[src/fic_pkg.sv]
// package: constants of the fast input counter unit
package fic_pkg;
  localparam int FIC_NIN = 8;
  localparam int FIC_NCH = 4;
  localparam int FIC_CW = 24;
  localparam int FIC_DW = 16;
  localparam int FIC_FAST_LO = 4;
  localparam logic [7:0] FIC_EL_DIFF = 8'h08;
  localparam logic [7:0] FIC_EL_TB = 8'h09;
  localparam logic [7:0] FIC_EL_CFG = 8'h14;
  localparam logic [7:0] FIC_EL_CNT0 = 8'h19;
  localparam logic [7:0] FIC_EL_POL = 8'h1D;
  localparam logic [7:0] FIC_EL_EDGE = 8'h1E;
  localparam logic [7:0] FIC_EL_FILT0 = 8'h2D;
  localparam logic [7:0] FIC_POL_RST = 8'hFF;
  localparam logic [7:0] FIC_EDGE_RST = 8'h00;
  localparam logic [7:0] FIC_TB_RST = 8'h0A;
  localparam logic [7:0] FIC_FILT_RST = 8'h00;
  localparam int FIC_CLK_NS = 10;
  localparam int FIC_TB_UNIT_NS = 10000000;
  localparam int FIC_TICK_CYCLES = FIC_TB_UNIT_NS / FIC_CLK_NS;
  localparam int FIC_TICKW = 20;
  localparam logic [FIC_CW-1:0] FIC_ONE = 24'h000001;
  localparam logic [7:0] FIC_TB_ONE = 8'h01;
  typedef enum logic [1:0] {FIC_TB_RUN = 2'b01, FIC_TB_SAMPLE = 2'b10} fic_tb_t;
endpackage : fic_pkg

[src/fic_chan_if.sv]
// interface: one single-channel counter's controls and reading
`timescale 1ns/100ps
`default_nettype none
interface fic_chan_if;
  import fic_pkg::*;
  logic sig;
  logic pol;
  logic lvl;
  logic en;
  logic load;
  logic [FIC_CW-1:0] ldval;
  logic [FIC_CW-1:0] count;
  modport ctrl (output sig, output pol, output lvl, output en, output load, output ldval, input count);
  modport chan (input sig, input pol, input lvl, input en, input load, input ldval, output count);
endinterface : fic_chan_if
`default_nettype wire

[src/fic_cnt_chan.sv]
// module: one up-only event counter with edge or level qualification
`timescale 1ns/100ps
`default_nettype none
module fic_cnt_chan
  import fic_pkg::*;
(
  input wire logic mclk,
  input wire logic nrst,
  fic_chan_if.chan ch
);
  logic prev_ff;
  logic nxt_prev;
  logic [FIC_CW-1:0] cnt_ff;
  logic [FIC_CW-1:0] nxt_cnt;
  logic hit;

  always_comb begin
    if (ch.lvl) begin
      hit = (ch.sig == ch.pol);
    end else if (ch.pol) begin
      hit = ch.sig & ~prev_ff;
    end else begin
      hit = ~ch.sig & prev_ff;
    end
    nxt_prev = ch.sig;
    if (ch.load) begin
      nxt_cnt = ch.ldval;
    end else if (ch.en && hit) begin
      nxt_cnt = cnt_ff + FIC_ONE;
    end else begin
      nxt_cnt = cnt_ff;
    end
  end

  always_ff @(posedge mclk) begin
    if (!nrst) begin
      prev_ff <= 1'b0;
      cnt_ff <= '0;
    end else begin
      prev_ff <= nxt_prev;
      cnt_ff <= nxt_cnt;
    end
  end

  assign ch.count = cnt_ff;
endmodule : fic_cnt_chan
`default_nettype wire

[src/fic_unit.sv]
// module: fast input counter unit, top level
// Function
// - four independent single-channel counters on fast inputs five to eight
// - inputs five and six feed the dual counter; their single counters then stop
// - counter-configured inputs no longer push state changes to the host
// - single counters only ever increment
// - four counter readings read and written as consecutive array elements
// - readings of inputs five and eight also at two direct registers
// - writing a reading loads the counter, counting continues from it
// - edge evaluation after reset, qualified by polarity and edge/state elements
// - with stretching active the counter sees the stretched signal
// - manual stretch enable or disable stops or resumes incrementing
// - dual counter enabled by a status/controller configuration bit
// - dual reading shares the array element of the input five reading
// - array element holds the input five counter reading difference
// - array element holds the time base of that difference
// - four array elements hold the software filter interval per fast input
// - polarity one selects rising edge or high level, zero falling or low
// - edge/state one qualifies on level, zero on edge
`timescale 1ns/100ps
`default_nettype none
module fic_unit
  import fic_pkg::*;
#(
  parameter int TICK_CYCLES = FIC_TICK_CYCLES
)
(
  input wire logic mclk,
  input wire logic nrst,
  input wire logic [FIC_NIN-1:0] pin_in,
  input wire logic dual_en,
  input wire logic idx_wr,
  input wire logic [7:0] idx_wdata,
  input wire logic dat_wr,
  input wire logic [FIC_CW-1:0] wdata,
  input wire logic cnt5_wr,
  input wire logic cnt8_wr,
  input wire logic stretch_on_wr,
  input wire logic stretch_off_wr,
  input wire logic [FIC_NIN-1:0] stretch_mask,
  output logic [7:0] idx_q,
  output logic [FIC_CW-1:0] dat_rdata,
  output logic [FIC_CW-1:0] cnt5_q,
  output logic [FIC_CW-1:0] cnt8_q,
  output logic [FIC_NIN-1:0] stretch_q,
  output logic [FIC_NIN-1:0] push_q,
  output logic [FIC_NIN-1:0] state_q
);
  ////////////////////////////////////////////////////////////////////////////
  logic [7:0] idx_ff, nxt_idx;
  logic [7:0] cfg_ff, nxt_cfg;
  logic [7:0] pol_ff, nxt_pol;
  logic [7:0] edge_ff, nxt_edge;
  logic [7:0] tb_ff, nxt_tb;
  logic [7:0] filt_ff [FIC_NCH], nxt_filt [FIC_NCH];
  logic [FIC_NIN-1:0] man_ff, nxt_man;
  logic [FIC_NIN-1:0] held_ff, nxt_held;
  logic [FIC_NIN-1:0] prev_in_ff, nxt_prev_in;
  logic [FIC_NIN-1:0] push_ff, nxt_push;
  logic [FIC_CW-1:0] rdata_ff, nxt_rdata;
  logic [FIC_CW-1:0] dual_ff, nxt_dual;
  logic [1:0] qprev_ff, nxt_qprev;
  logic [FIC_CW-1:0] last_ff, nxt_last;
  logic [FIC_DW-1:0] diff_ff, nxt_diff;
  logic [FIC_TICKW-1:0] tick_ff, nxt_tick;
  logic [7:0] tbc_ff, nxt_tbc;
  fic_tb_t tbst_ff, nxt_tbst;
  logic [FIC_NIN-1:0] eff_in;
  logic [FIC_CW-1:0] rd5;
  logic [FIC_CW-1:0] cnt [FIC_NCH];
  logic arr_wr;

  fic_chan_if chif [FIC_NCH] ();

  assign arr_wr = dat_wr;
  assign rd5 = dual_en ? dual_ff : cnt[0];

  // manual stretch freezes the counter input at its level when enabled
  always_comb begin
    for (int i = 0; i < FIC_NIN; i++) begin
      eff_in[i] = man_ff[i] ? held_ff[i] : pin_in[i];
    end
  end

  ////////////////////////////////////////////////////////////////////////////
  genvar g;
  generate
    for (g = 0; g < FIC_NCH; g++) begin : g_ch
      localparam logic [7:0] EL = FIC_EL_CNT0 + 8'(g);
      assign chif[g].sig = eff_in[FIC_FAST_LO+g];
      assign chif[g].pol = pol_ff[FIC_FAST_LO+g];
      assign chif[g].lvl = edge_ff[FIC_FAST_LO+g];
      assign chif[g].en = ~man_ff[FIC_FAST_LO+g] & ~(dual_en && (g < 2));
      assign chif[g].load = (arr_wr && idx_ff == EL && !(dual_en && g == 0))
                            || (cnt5_wr && !dual_en && g == 0)
                            || (cnt8_wr && g == FIC_NCH - 1);
      assign chif[g].ldval = wdata;
      assign cnt[g] = chif[g].count;
      fic_cnt_chan u_chan (
        .mclk (mclk),
        .nrst (nrst),
        .ch (chif[g])
      );
    end
  endgenerate

  ////////////////////////////////////////////////////////////////////////////
  // configuration elements, index register and read path
  always_comb begin
    nxt_idx = idx_wr ? idx_wdata : idx_ff;
    nxt_cfg = cfg_ff;
    nxt_pol = pol_ff;
    nxt_edge = edge_ff;
    nxt_tb = tb_ff;
    for (int i = 0; i < FIC_NCH; i++) begin
      nxt_filt[i] = filt_ff[i];
    end
    if (arr_wr) begin
      case (idx_ff)
        FIC_EL_CFG: nxt_cfg = wdata[7:0];
        FIC_EL_POL: nxt_pol = wdata[7:0];
        FIC_EL_EDGE: nxt_edge = wdata[7:0];
        // zero is outside the time base range, so it is refused
        FIC_EL_TB: nxt_tb = (wdata[7:0] != 8'h00) ? wdata[7:0] : tb_ff;
        default: begin
          for (int i = 0; i < FIC_NCH; i++) begin
            if (idx_ff == FIC_EL_FILT0 + 8'(i)) begin
              nxt_filt[i] = wdata[7:0];
            end
          end
        end
      endcase
    end
    nxt_rdata = '0;
    case (idx_ff)
      FIC_EL_DIFF: nxt_rdata = FIC_CW'({{(FIC_CW-FIC_DW){diff_ff[FIC_DW-1]}}, diff_ff});
      FIC_EL_TB: nxt_rdata = FIC_CW'(tb_ff);
      FIC_EL_CFG: nxt_rdata = FIC_CW'(cfg_ff);
      FIC_EL_POL: nxt_rdata = FIC_CW'(pol_ff);
      FIC_EL_EDGE: nxt_rdata = FIC_CW'(edge_ff);
      FIC_EL_CNT0: nxt_rdata = rd5;
      default: begin
        for (int i = 1; i < FIC_NCH; i++) begin
          if (idx_ff == FIC_EL_CNT0 + 8'(i)) begin
            nxt_rdata = cnt[i];
          end
        end
        for (int i = 0; i < FIC_NCH; i++) begin
          if (idx_ff == FIC_EL_FILT0 + 8'(i)) begin
            nxt_rdata = FIC_CW'(filt_ff[i]);
          end
        end
      end
    endcase
  end

  always_ff @(posedge mclk) begin
    if (!nrst) begin
      idx_ff <= 8'h00;
      cfg_ff <= 8'h00;
      pol_ff <= FIC_POL_RST;
      edge_ff <= FIC_EDGE_RST;
      tb_ff <= FIC_TB_RST;
      for (int i = 0; i < FIC_NCH; i++) begin
        filt_ff[i] <= FIC_FILT_RST;
      end
      rdata_ff <= '0;
    end else begin
      idx_ff <= nxt_idx;
      cfg_ff <= nxt_cfg;
      pol_ff <= nxt_pol;
      edge_ff <= nxt_edge;
      tb_ff <= nxt_tb;
      for (int i = 0; i < FIC_NCH; i++) begin
        filt_ff[i] <= nxt_filt[i];
      end
      rdata_ff <= nxt_rdata;
    end
  end

  ////////////////////////////////////////////////////////////////////////////
  // manual stretch, change push and dual counter
  always_comb begin
    nxt_man = man_ff;
    if (stretch_on_wr) begin
      nxt_man = nxt_man | stretch_mask;
    end
    if (stretch_off_wr) begin
      nxt_man = nxt_man & ~stretch_mask;
    end
    for (int i = 0; i < FIC_NIN; i++) begin
      nxt_held[i] = man_ff[i] ? held_ff[i] : pin_in[i];
    end
    nxt_prev_in = pin_in;
    // counter inputs are left to the host's own polling
    nxt_push = (pin_in ^ prev_in_ff) & ~cfg_ff;
    nxt_qprev = {pin_in[FIC_FAST_LO+1], pin_in[FIC_FAST_LO]};
    nxt_dual = dual_ff;
    if ((arr_wr && idx_ff == FIC_EL_CNT0 && dual_en) || (cnt5_wr && dual_en)) begin
      nxt_dual = wdata;
    end else if (dual_en && (nxt_qprev != qprev_ff)) begin
      // x4 decoding; a double step is taken as noise and ignored
      if (^(nxt_qprev ^ qprev_ff)) begin
        if (qprev_ff[0] ^ nxt_qprev[1]) begin
          nxt_dual = dual_ff - FIC_ONE;
        end else begin
          nxt_dual = dual_ff + FIC_ONE;
        end
      end
    end
  end

  always_ff @(posedge mclk) begin
    if (!nrst) begin
      man_ff <= '0;
      held_ff <= '0;
      prev_in_ff <= '0;
      push_ff <= '0;
      qprev_ff <= 2'h0;
      dual_ff <= '0;
    end else begin
      man_ff <= nxt_man;
      held_ff <= nxt_held;
      prev_in_ff <= nxt_prev_in;
      push_ff <= nxt_push;
      qprev_ff <= nxt_qprev;
      dual_ff <= nxt_dual;
    end
  end

  ////////////////////////////////////////////////////////////////////////////
  // time base and reading difference for input five
  always_comb begin
    nxt_tick = tick_ff;
    nxt_tbc = tbc_ff;
    nxt_tbst = tbst_ff;
    nxt_last = last_ff;
    nxt_diff = diff_ff;
    case (tbst_ff)
      FIC_TB_RUN: begin
        if (tick_ff == FIC_TICKW'(TICK_CYCLES - 1)) begin
          nxt_tick = '0;
          if (tbc_ff >= tb_ff - FIC_TB_ONE) begin
            nxt_tbc = 8'h00;
            nxt_tbst = FIC_TB_SAMPLE;
          end else begin
            nxt_tbc = tbc_ff + FIC_TB_ONE;
          end
        end else begin
          nxt_tick = tick_ff + FIC_TICKW'(1);
        end
      end
      FIC_TB_SAMPLE: begin
        nxt_diff = FIC_DW'(rd5 - last_ff);
        nxt_last = rd5;
        nxt_tick = FIC_TICKW'(1);
        nxt_tbst = FIC_TB_RUN;
      end
      default: nxt_tbst = FIC_TB_RUN;
    endcase
  end

  always_ff @(posedge mclk) begin
    if (!nrst) begin
      tick_ff <= '0;
      tbc_ff <= 8'h00;
      tbst_ff <= FIC_TB_RUN;
      last_ff <= '0;
      diff_ff <= '0;
    end else begin
      tick_ff <= nxt_tick;
      tbc_ff <= nxt_tbc;
      tbst_ff <= nxt_tbst;
      last_ff <= nxt_last;
      diff_ff <= nxt_diff;
    end
  end

  ////////////////////////////////////////////////////////////////////////////
  // outputs: direct-register readings are taken one cycle late from counters
  logic [FIC_CW-1:0] c5_ff, c8_ff;
  logic [FIC_NIN-1:0] st_ff;
  always_ff @(posedge mclk) begin
    if (!nrst) begin
      c5_ff <= '0;
      c8_ff <= '0;
      st_ff <= '0;
    end else begin
      c5_ff <= rd5;
      c8_ff <= cnt[FIC_NCH-1];
      st_ff <= pin_in;
    end
  end

  assign idx_q = idx_ff;
  assign dat_rdata = rdata_ff;
  assign cnt5_q = c5_ff;
  assign cnt8_q = c8_ff;
  assign stretch_q = man_ff;
  assign push_q = push_ff;
  assign state_q = st_ff;
endmodule : fic_unit
`default_nettype wire

[config.mk]
export PLATFORM = sky130hd
export DESIGN_NAME = fic_unit
export DESIGN_NICKNAME = d
export VERILOG_FILES = /design/src/fic_pkg.sv /design/src/fic_chan_if.sv /design/src/fic_cnt_chan.sv /design/src/fic_unit.sv
export SDC_FILE = /design/constraint.sdc
export NUM_CORES = 1
export LEC_CHECK = 0
export CAP_MARGIN = 5
export CORE_AREA = 4 4 191 332
export CTS_CLUSTER_SIZE = 40
export DETAILED_ROUTE_END_ITERATION = 10
export DIE_AREA = 0 0 195 336
export DONT_BUFFER_PORTS = 1
export HOLD_SLACK_MARGIN = 0.08
export PLACE_DENSITY = 0.4
export SLEW_MARGIN = 20
export SYNTH_ARGS = -nofsm -noshare
export SYNTH_HDL_FRONTEND = slang
export SYNTH_SLANG_ARGS = --single-unit
[constraint.sdc]
create_clock -name mclk -period 12.23 [get_ports mclk]
set_input_delay 1.8345 -clock mclk [delete_from_list [all_inputs] [get_ports mclk]]
set_output_delay 1.8345 -clock mclk [all_outputs]
set_load 0.05 [all_outputs]
== Yosys cells after proc, flatten, opt, wreduce, memory -nomap -nowiden ==
Memories as Yosys holds them, arrays and structs flattened.
Index checks and enable logic that the tools add are counted.

* Register bits: 328
* Latch bits: 0
* RAM bits: 32
* Bits in read-only memories: 0
* Bits of input ports: 57
* Output and inout bits: 104
* Memories kept: 1

* Add/subtract/negate cells: 10
* Multipliers: 0
* Divide/modulo/power cells: 0
* Order comparisons: 1
* Eq/ne operators: 21
* Shift operators: 0
* Muxes and demuxes: 50
* Bitwise operators: 35
* Reductions and logical operators: 35

{| class="wikitable"
|+ Memories
! memory !! words !! bits a word !! rd ports !! clocked after Yosys merged registers in !! write ports !! line !! RTL
|-
| filt_ff || 4 || 8 || 4 || 0 || 4 || fic_unit.sv:55 || <nowiki>logic [7:0] filt_ff [FIC_NCH], nxt_filt [FIC_NCH];</nowiki>
|}

{| class="wikitable"
|+ Operators by type and width
! kind !! number
|-
| 24-bit two-way mux || 20
|-
| 24-bit case mux with 6 select lines || 1
|-
| 24-bit by 1-bit adder with 24-bit output (second input constant) || 5
|-
| 8-bit two-way mux || 11
|-
| 32-bit two-way mux || 2
|-
| 8-bit by 5-bit == test with 1-bit output (second input constant) || 7
|-
| 20-bit case mux with 2 select lines || 1
|-
| 8-bit by 6-bit == test with 1-bit output (second input constant) || 4
|-
| 24-bit by 1-bit subtractor with 24-bit output (second input constant) || 1
|-
| 20-bit by 1-bit adder with 20-bit output (second input constant) || 1
|-
| 20-bit == test (second input constant) || 1
|-
| 20-bit two-way mux || 1
|-
| 8-bit bitwise AND || 2
|-
| 8-bit by 4-bit == test with 1-bit output (second input constant) || 2
|-
| 8-bit NOT || 2
|-
| 16-bit subtractor || 1
|-
| 1-bit two-way mux || 14
|-
| 2-bit AND reduction || 7
|-
| 2-bit nonzero test || 7
|-
| 1-bit logical AND || 13
|-
| 1-bit NOT || 13
|-
| 1-bit bitwise AND || 10
|-
| 8-bit by 1-bit adder with 8-bit output (second input constant) || 1
|-
| 8-bit greater-or-equal comparator || 1
|-
| other kinds (16) || 24
|}

== Longest topological paths before layout ==
* Word-level depth: 9
* Depth in mapped cells: 13
* Gate-level depth less buffers: 11

== Cells and area by module ==
Synthesis repeated with hierarchy kept, for this count alone.

* Cells, all modules: 2144
* Area total of the unflattened synthesis: 18718.0 sq um

{| class="wikitable"
|+ Modules (own cells, without submodules)
! module !! times used !! cells an instance !! area an instance (sq um)
|-
| fic_unit || 1 || 1456 || 12857.3
|-
| fic_cnt_chan || 4 || 172 || 1465.2
|}

== Worst setup path after synthesis ==
Ideal clock, no wire load.

* Path kind: input to register
* Start: in pin_in[5]
* End: reg dual_ff[23]
* Setup time: 0.134 ns
* Arrival: 4.969 ns
* Path slack: 7.126 ns
* Stages on the path: 10
* Cells stage by stage: xor2_1 -> ha_1 -> a21o_1 -> a21oi_1 -> o211a_1 -> o31a_1 -> o21ai_0 -> a221o_1 -> nor3_1 -> a211oi_1

* Cells in the longest elaborated chain, start to end: 5
* Elaborated cells between the ends (all ways): 12
* Those cells by class: eq/ne (1); mux (4); bitwise (2); reduce/logical (5)

{| class="wikitable"
|+ RTL lines
! item !! line !! RTL
|-
| start: declaration || fic_unit.sv:30 || <nowiki>input wire logic [FIC_NIN-1:0] pin_in,</nowiki>
|-
| 1-bit XOR || fic_unit.sv:204 || <nowiki>if (qprev_ff[0] ^ nxt_qprev[1]) begin</nowiki>
|-
| 24-bit two-way mux || fic_unit.sv:204 ||
|-
| 24-bit two-way mux || fic_unit.sv:203 || <nowiki>if (^(nxt_qprev ^ qprev_ff)) begin</nowiki>
|-
| 24-bit two-way mux || fic_unit.sv:201 || <nowiki>end else if (dual_en && (nxt_qprev != qprev_ff)) begin</nowiki>
|-
| 24-bit two-way mux || fic_unit.sv:199 || <nowiki>if ((arr_wr && idx_ff == FIC_EL_CNT0 && dual_en) || (cnt5_wr && dual_en)) begin</nowiki>
|-
| end signal: assignment || fic_unit.sv:227 || <nowiki>dual_ff <= nxt_dual;</nowiki>
|-
| end: declaration || fic_unit.sv:61 || <nowiki>logic [FIC_CW-1:0] dual_ff, nxt_dual;</nowiki>
|}

Several ways; a longest one is shown, not always the timed one. The select of a mux whose other input is x is not followed.
A chain may end at the register's enable or synchronous reset.

== Worst setup path after layout ==
* Start: in dual_en
* End: reg diff_ff[14]

* Cells in the longest elaborated chain, start to end: 2

{| class="wikitable"
|+ RTL lines
! item !! line !! RTL
|-
| start: declaration || fic_unit.sv:31 || <nowiki>input wire logic dual_en,</nowiki>
|-
| 24-bit two-way mux || fic_unit.sv:76 || <nowiki>assign rd5 = dual_en ? dual_ff : cnt[0];</nowiki>
|-
| named net rd5[3] || fic_unit.sv:69 || <nowiki>logic [FIC_CW-1:0] rd5;</nowiki>
|-
| 16-bit subtractor || fic_unit.sv:254 || <nowiki>nxt_diff = FIC_DW'(rd5 - last_ff);</nowiki>
|-
| end signal: assignment || fic_unit.sv:275 || <nowiki>diff_ff <= nxt_diff;</nowiki>
|-
| end: declaration || fic_unit.sv:64 || <nowiki>logic [FIC_DW-1:0] diff_ff, nxt_diff;</nowiki>
|}

The timed path passes the listed nets, and every way through them passes these cells.

==> impl_metrics.ini <==
[cells_and_area]
final_common_cell = dfxtp_1
layout_common_cells = dfxtp_1, nor2_1, nand2_1
drive_gt1_share_pct = 5.642
fin_area_sq_um = 20060
nets = 2198
area_growth_pct = 11.48
n_antenna_cell = 0

[detailed_routing]
post_drt_via_cell_ratio = 5.420
drt-total-wl_um = 69180
num_vias = 15729
drt_pre_antenna_iters = 8
wire_per_inst_um = 23.84
antenna_left = 0
drc = 0
drtIter0Drc = 879

[sta]
finClkSkew_ps = 12.97
tns_ps = 0
period_share_pct = 35.25
period_needed_ps = 4311
final-max-slew-violation-count = 0
setup-violations-final = 0
max_freq_ghz = 0.2320
slew_headroom_pct = 22.37
rsz0062_at_grt = no
hold_violations = 0
max_slew.worst_pin.slew_ps = 1132

[synthesis]
syn_inst = 2144
synth_top_area_share_pct = 39.37
synth_edf_count = 0
synth.cell_area_sq_um = 18000
yosysWarnings = 0
ys_seq_elements = 354
async_reset_ff_share_pct = 0
ys_seq_area_share_pct = 39.37
synth_nets = 2261
synthDistinctLibCells = 79
synthFlopType = dfxtp_1
synth_largest_area_cell = dfxtp_1
synth_area_leaders = dfxtp_1, nor2_1, mux2i_1
syn_area_per_cell_sq_um = 8.395

[global_route]
antenna_found_initial = 1
grt_util_all_layers_pct = 20.30
grt_pass1_wl_um = 102300
grt_overflow = 0
grt_max_degree = 87
grt_pass1_vias = 15538

[cts]
clock_sinks = 354
tritoncts = done
worstSkewPairLatency_ps = 560
cts_resized = 0
hold_buffers = 0
cts_buffers = 39
htreeDepth = 2
clk_transition_reported_paths_ps = 60
cts_root_buffer = clkbuf_16
clk_path_buf_depth = 3
post_cts_buffers = 0

[worst_setup_path]
r2r_setup_slack_ps = 8300
timing_worst_setup_path_type = input port to register
critPathMaxFanout = 36
cp-end-kind = register
reg2reg_depth = 7
critPathMostFrequentCell = o21ai_0
critPathLaunch = dual_en
critPathArrivalTime_ps = 4740
cp-endpoint = diff_ff[14]
reg2reg_to = g_ch[2].u_chan.ch.count[20]
crit_path_start_kind = input port
crit_path_top_delay_cell = mux2i_1
r2r_start = idx_q[5]
required_ps = 12650
slowest_delay_ps = 930
path_cells = mux2i_1 -> inv_1 -> ha_1 -> o21ai_0 -> a21boi_0 -> o31a_1 -> o41ai_1 -> o21ai_0 -> nand4b_1 -> o211ai_1

[die]
row_count = 120
die_area_sq_um = 65520
coreArea_sq_um = 60960
ioPinCount = 161
start_util_pct = 29.53
fp.dieH_um = 336
die_w_um = 195

[worst_hold_path]
hold_path_depth = 2
hold_class = register to register

[pwr]
net-switching-power_uw = 815.8
p_int_mw = 2.105
power-per-cell-area_nw_per_um2 = 145.6
p_clk_share_pct = 44.8
seqPwrFrac_pct = 44.0
p_total_mw = 2.921
p_sw_share_pct = 27.93
p_leak_nw = 7.475
combPwrFrac_pct = 11.2
ir_drop_v = 0.00008805

[placement]
dp_hpwl_um = 50230
routabilityCongestion = 0.8444
io_buffers = 0
dpl-instance-area_sq_um = 18660

[job]
cap_violations = 0

[status]
status = finished, final reports clean
area by class of cell:
cell class                      instances  area [sq um]
Fill cell                            6490         40890
Multi-Input combinational cell       1609         10190
Sequential cell                       354          7089
Clock buffer                           57          1175
Tap cell                              793         992.2
Clock inverter                         12         225.2
Inverter                               56         217.7
Timing Repair Buffer                   21         177.7
per-stage QoR:
step / setup WS (ps) / hold WS, ps / util (%) / std cells
after floorplan: 7126 / 419.6 / - / 2144
after global placement: 7464 / 437.3 / 30.57 / 2832
after detailed placement: 7367 / 443.6 / 30.62 / 2833
after CTS: 7959 / 451.8 / 32.91 / 2902
after global routing: 7769 / 473.3 / 32.91 / 2902
final: 7919 / 451.0 / 32.91 / 2902
power groups by stage:
stage          logic [mW]  registers (mW)  clock network (mW)
5_1_grt             0.360            1.29                1.39
3_3_place_gp        0.322            1.31                   0
3_5_place_dp        0.326            1.31                   0
6_report            0.327            1.29                1.31
4_1_cts             0.328            1.29                1.35
2_1_floorplan       0.247            1.29                   0
kinds of logic (layout without fill, tap and decap cells):
kind of cell,after synthesis,in the layout,synth area share (%)
XOR/XNOR,125,125,6.083
adder cells (fa/ha/maj),60,60,4.254
AND/OR/NAND/NOR,798,798,21.20
multiplexers,107,107,5.999
flip-flops,354,354,39.37
buffers and inverters,181,146,4.157
AO/OA/AOI/OAI,519,519,18.94
synth_stat cells, types with 56 or more instances:
library cell    n
a211oi_1      101
nand3_1        64
mux2i_1       100
inv_1          56
nand2_1       184
xor2_1         66
clkbuf_1       94
dfxtp_1       354
o21ai_0        95
nor2_1        296
ha_1           58
xnor2_1        59
a21oi_1       146
state kept, by name, summed over array words and instances, names as in the netlist:
name and cells:
cnt8_q 24, last_ff 16, idx_q 8, diff_ff 16
cnt5_q 24, tick_ff 20, g_ch.u_chan.prev_ff 1, tb_ff 8
dat_rdata 24, edge_ff 8, g_ch.u_chan.ch.count 96, tbc_ff 8
filt_ff 32, dual_ff 24, cfg_ff 8, tbst_ff 2
stretch_q 8, pol_ff 8, held_ff 3, qprev_ff 1
state_q 7, push_q 8
per-layer routing:
metal	routed length (um)	up-vias	track usage, %
li1	-	7563	-
met2	36310	442	38.19
met1	25980	7595	21.86
met4	3780	0	9.737
met5	0	-	0
met3	3112	129	3.408
worst min path at each step:
stage / from / end / slack, ps
2_1_floorplan: cfg_ff[6] / push_q[6] / 420
3_3_place_gp: edge_ff[3] / edge_ff[3] / 440
3_5_place_dp: edge_ff[3] / edge_ff[3] / 440
4_1_cts: filt_ff[1][6] / filt_ff[1][6] / 450
5_1_grt: edge_ff[2] / edge_ff[2] / 470
6_report: filt_ff[1][6] / filt_ff[1][6] / 450
critical path: cells and delay by family:
| family | cells | cell delay [ps] |
|---|---|---|
| AO/OA/AOI/OAI | 6 | 1310 |
| multiplexers | 1 | 930 |
| adder cells (fa/ha/maj) | 1 | 350 |
| AND/OR/NAND/NOR | 1 | 130 |
| buffers and inverters | 1 | 110 |
No activity file was read; power rests on OpenSTA's default activity.
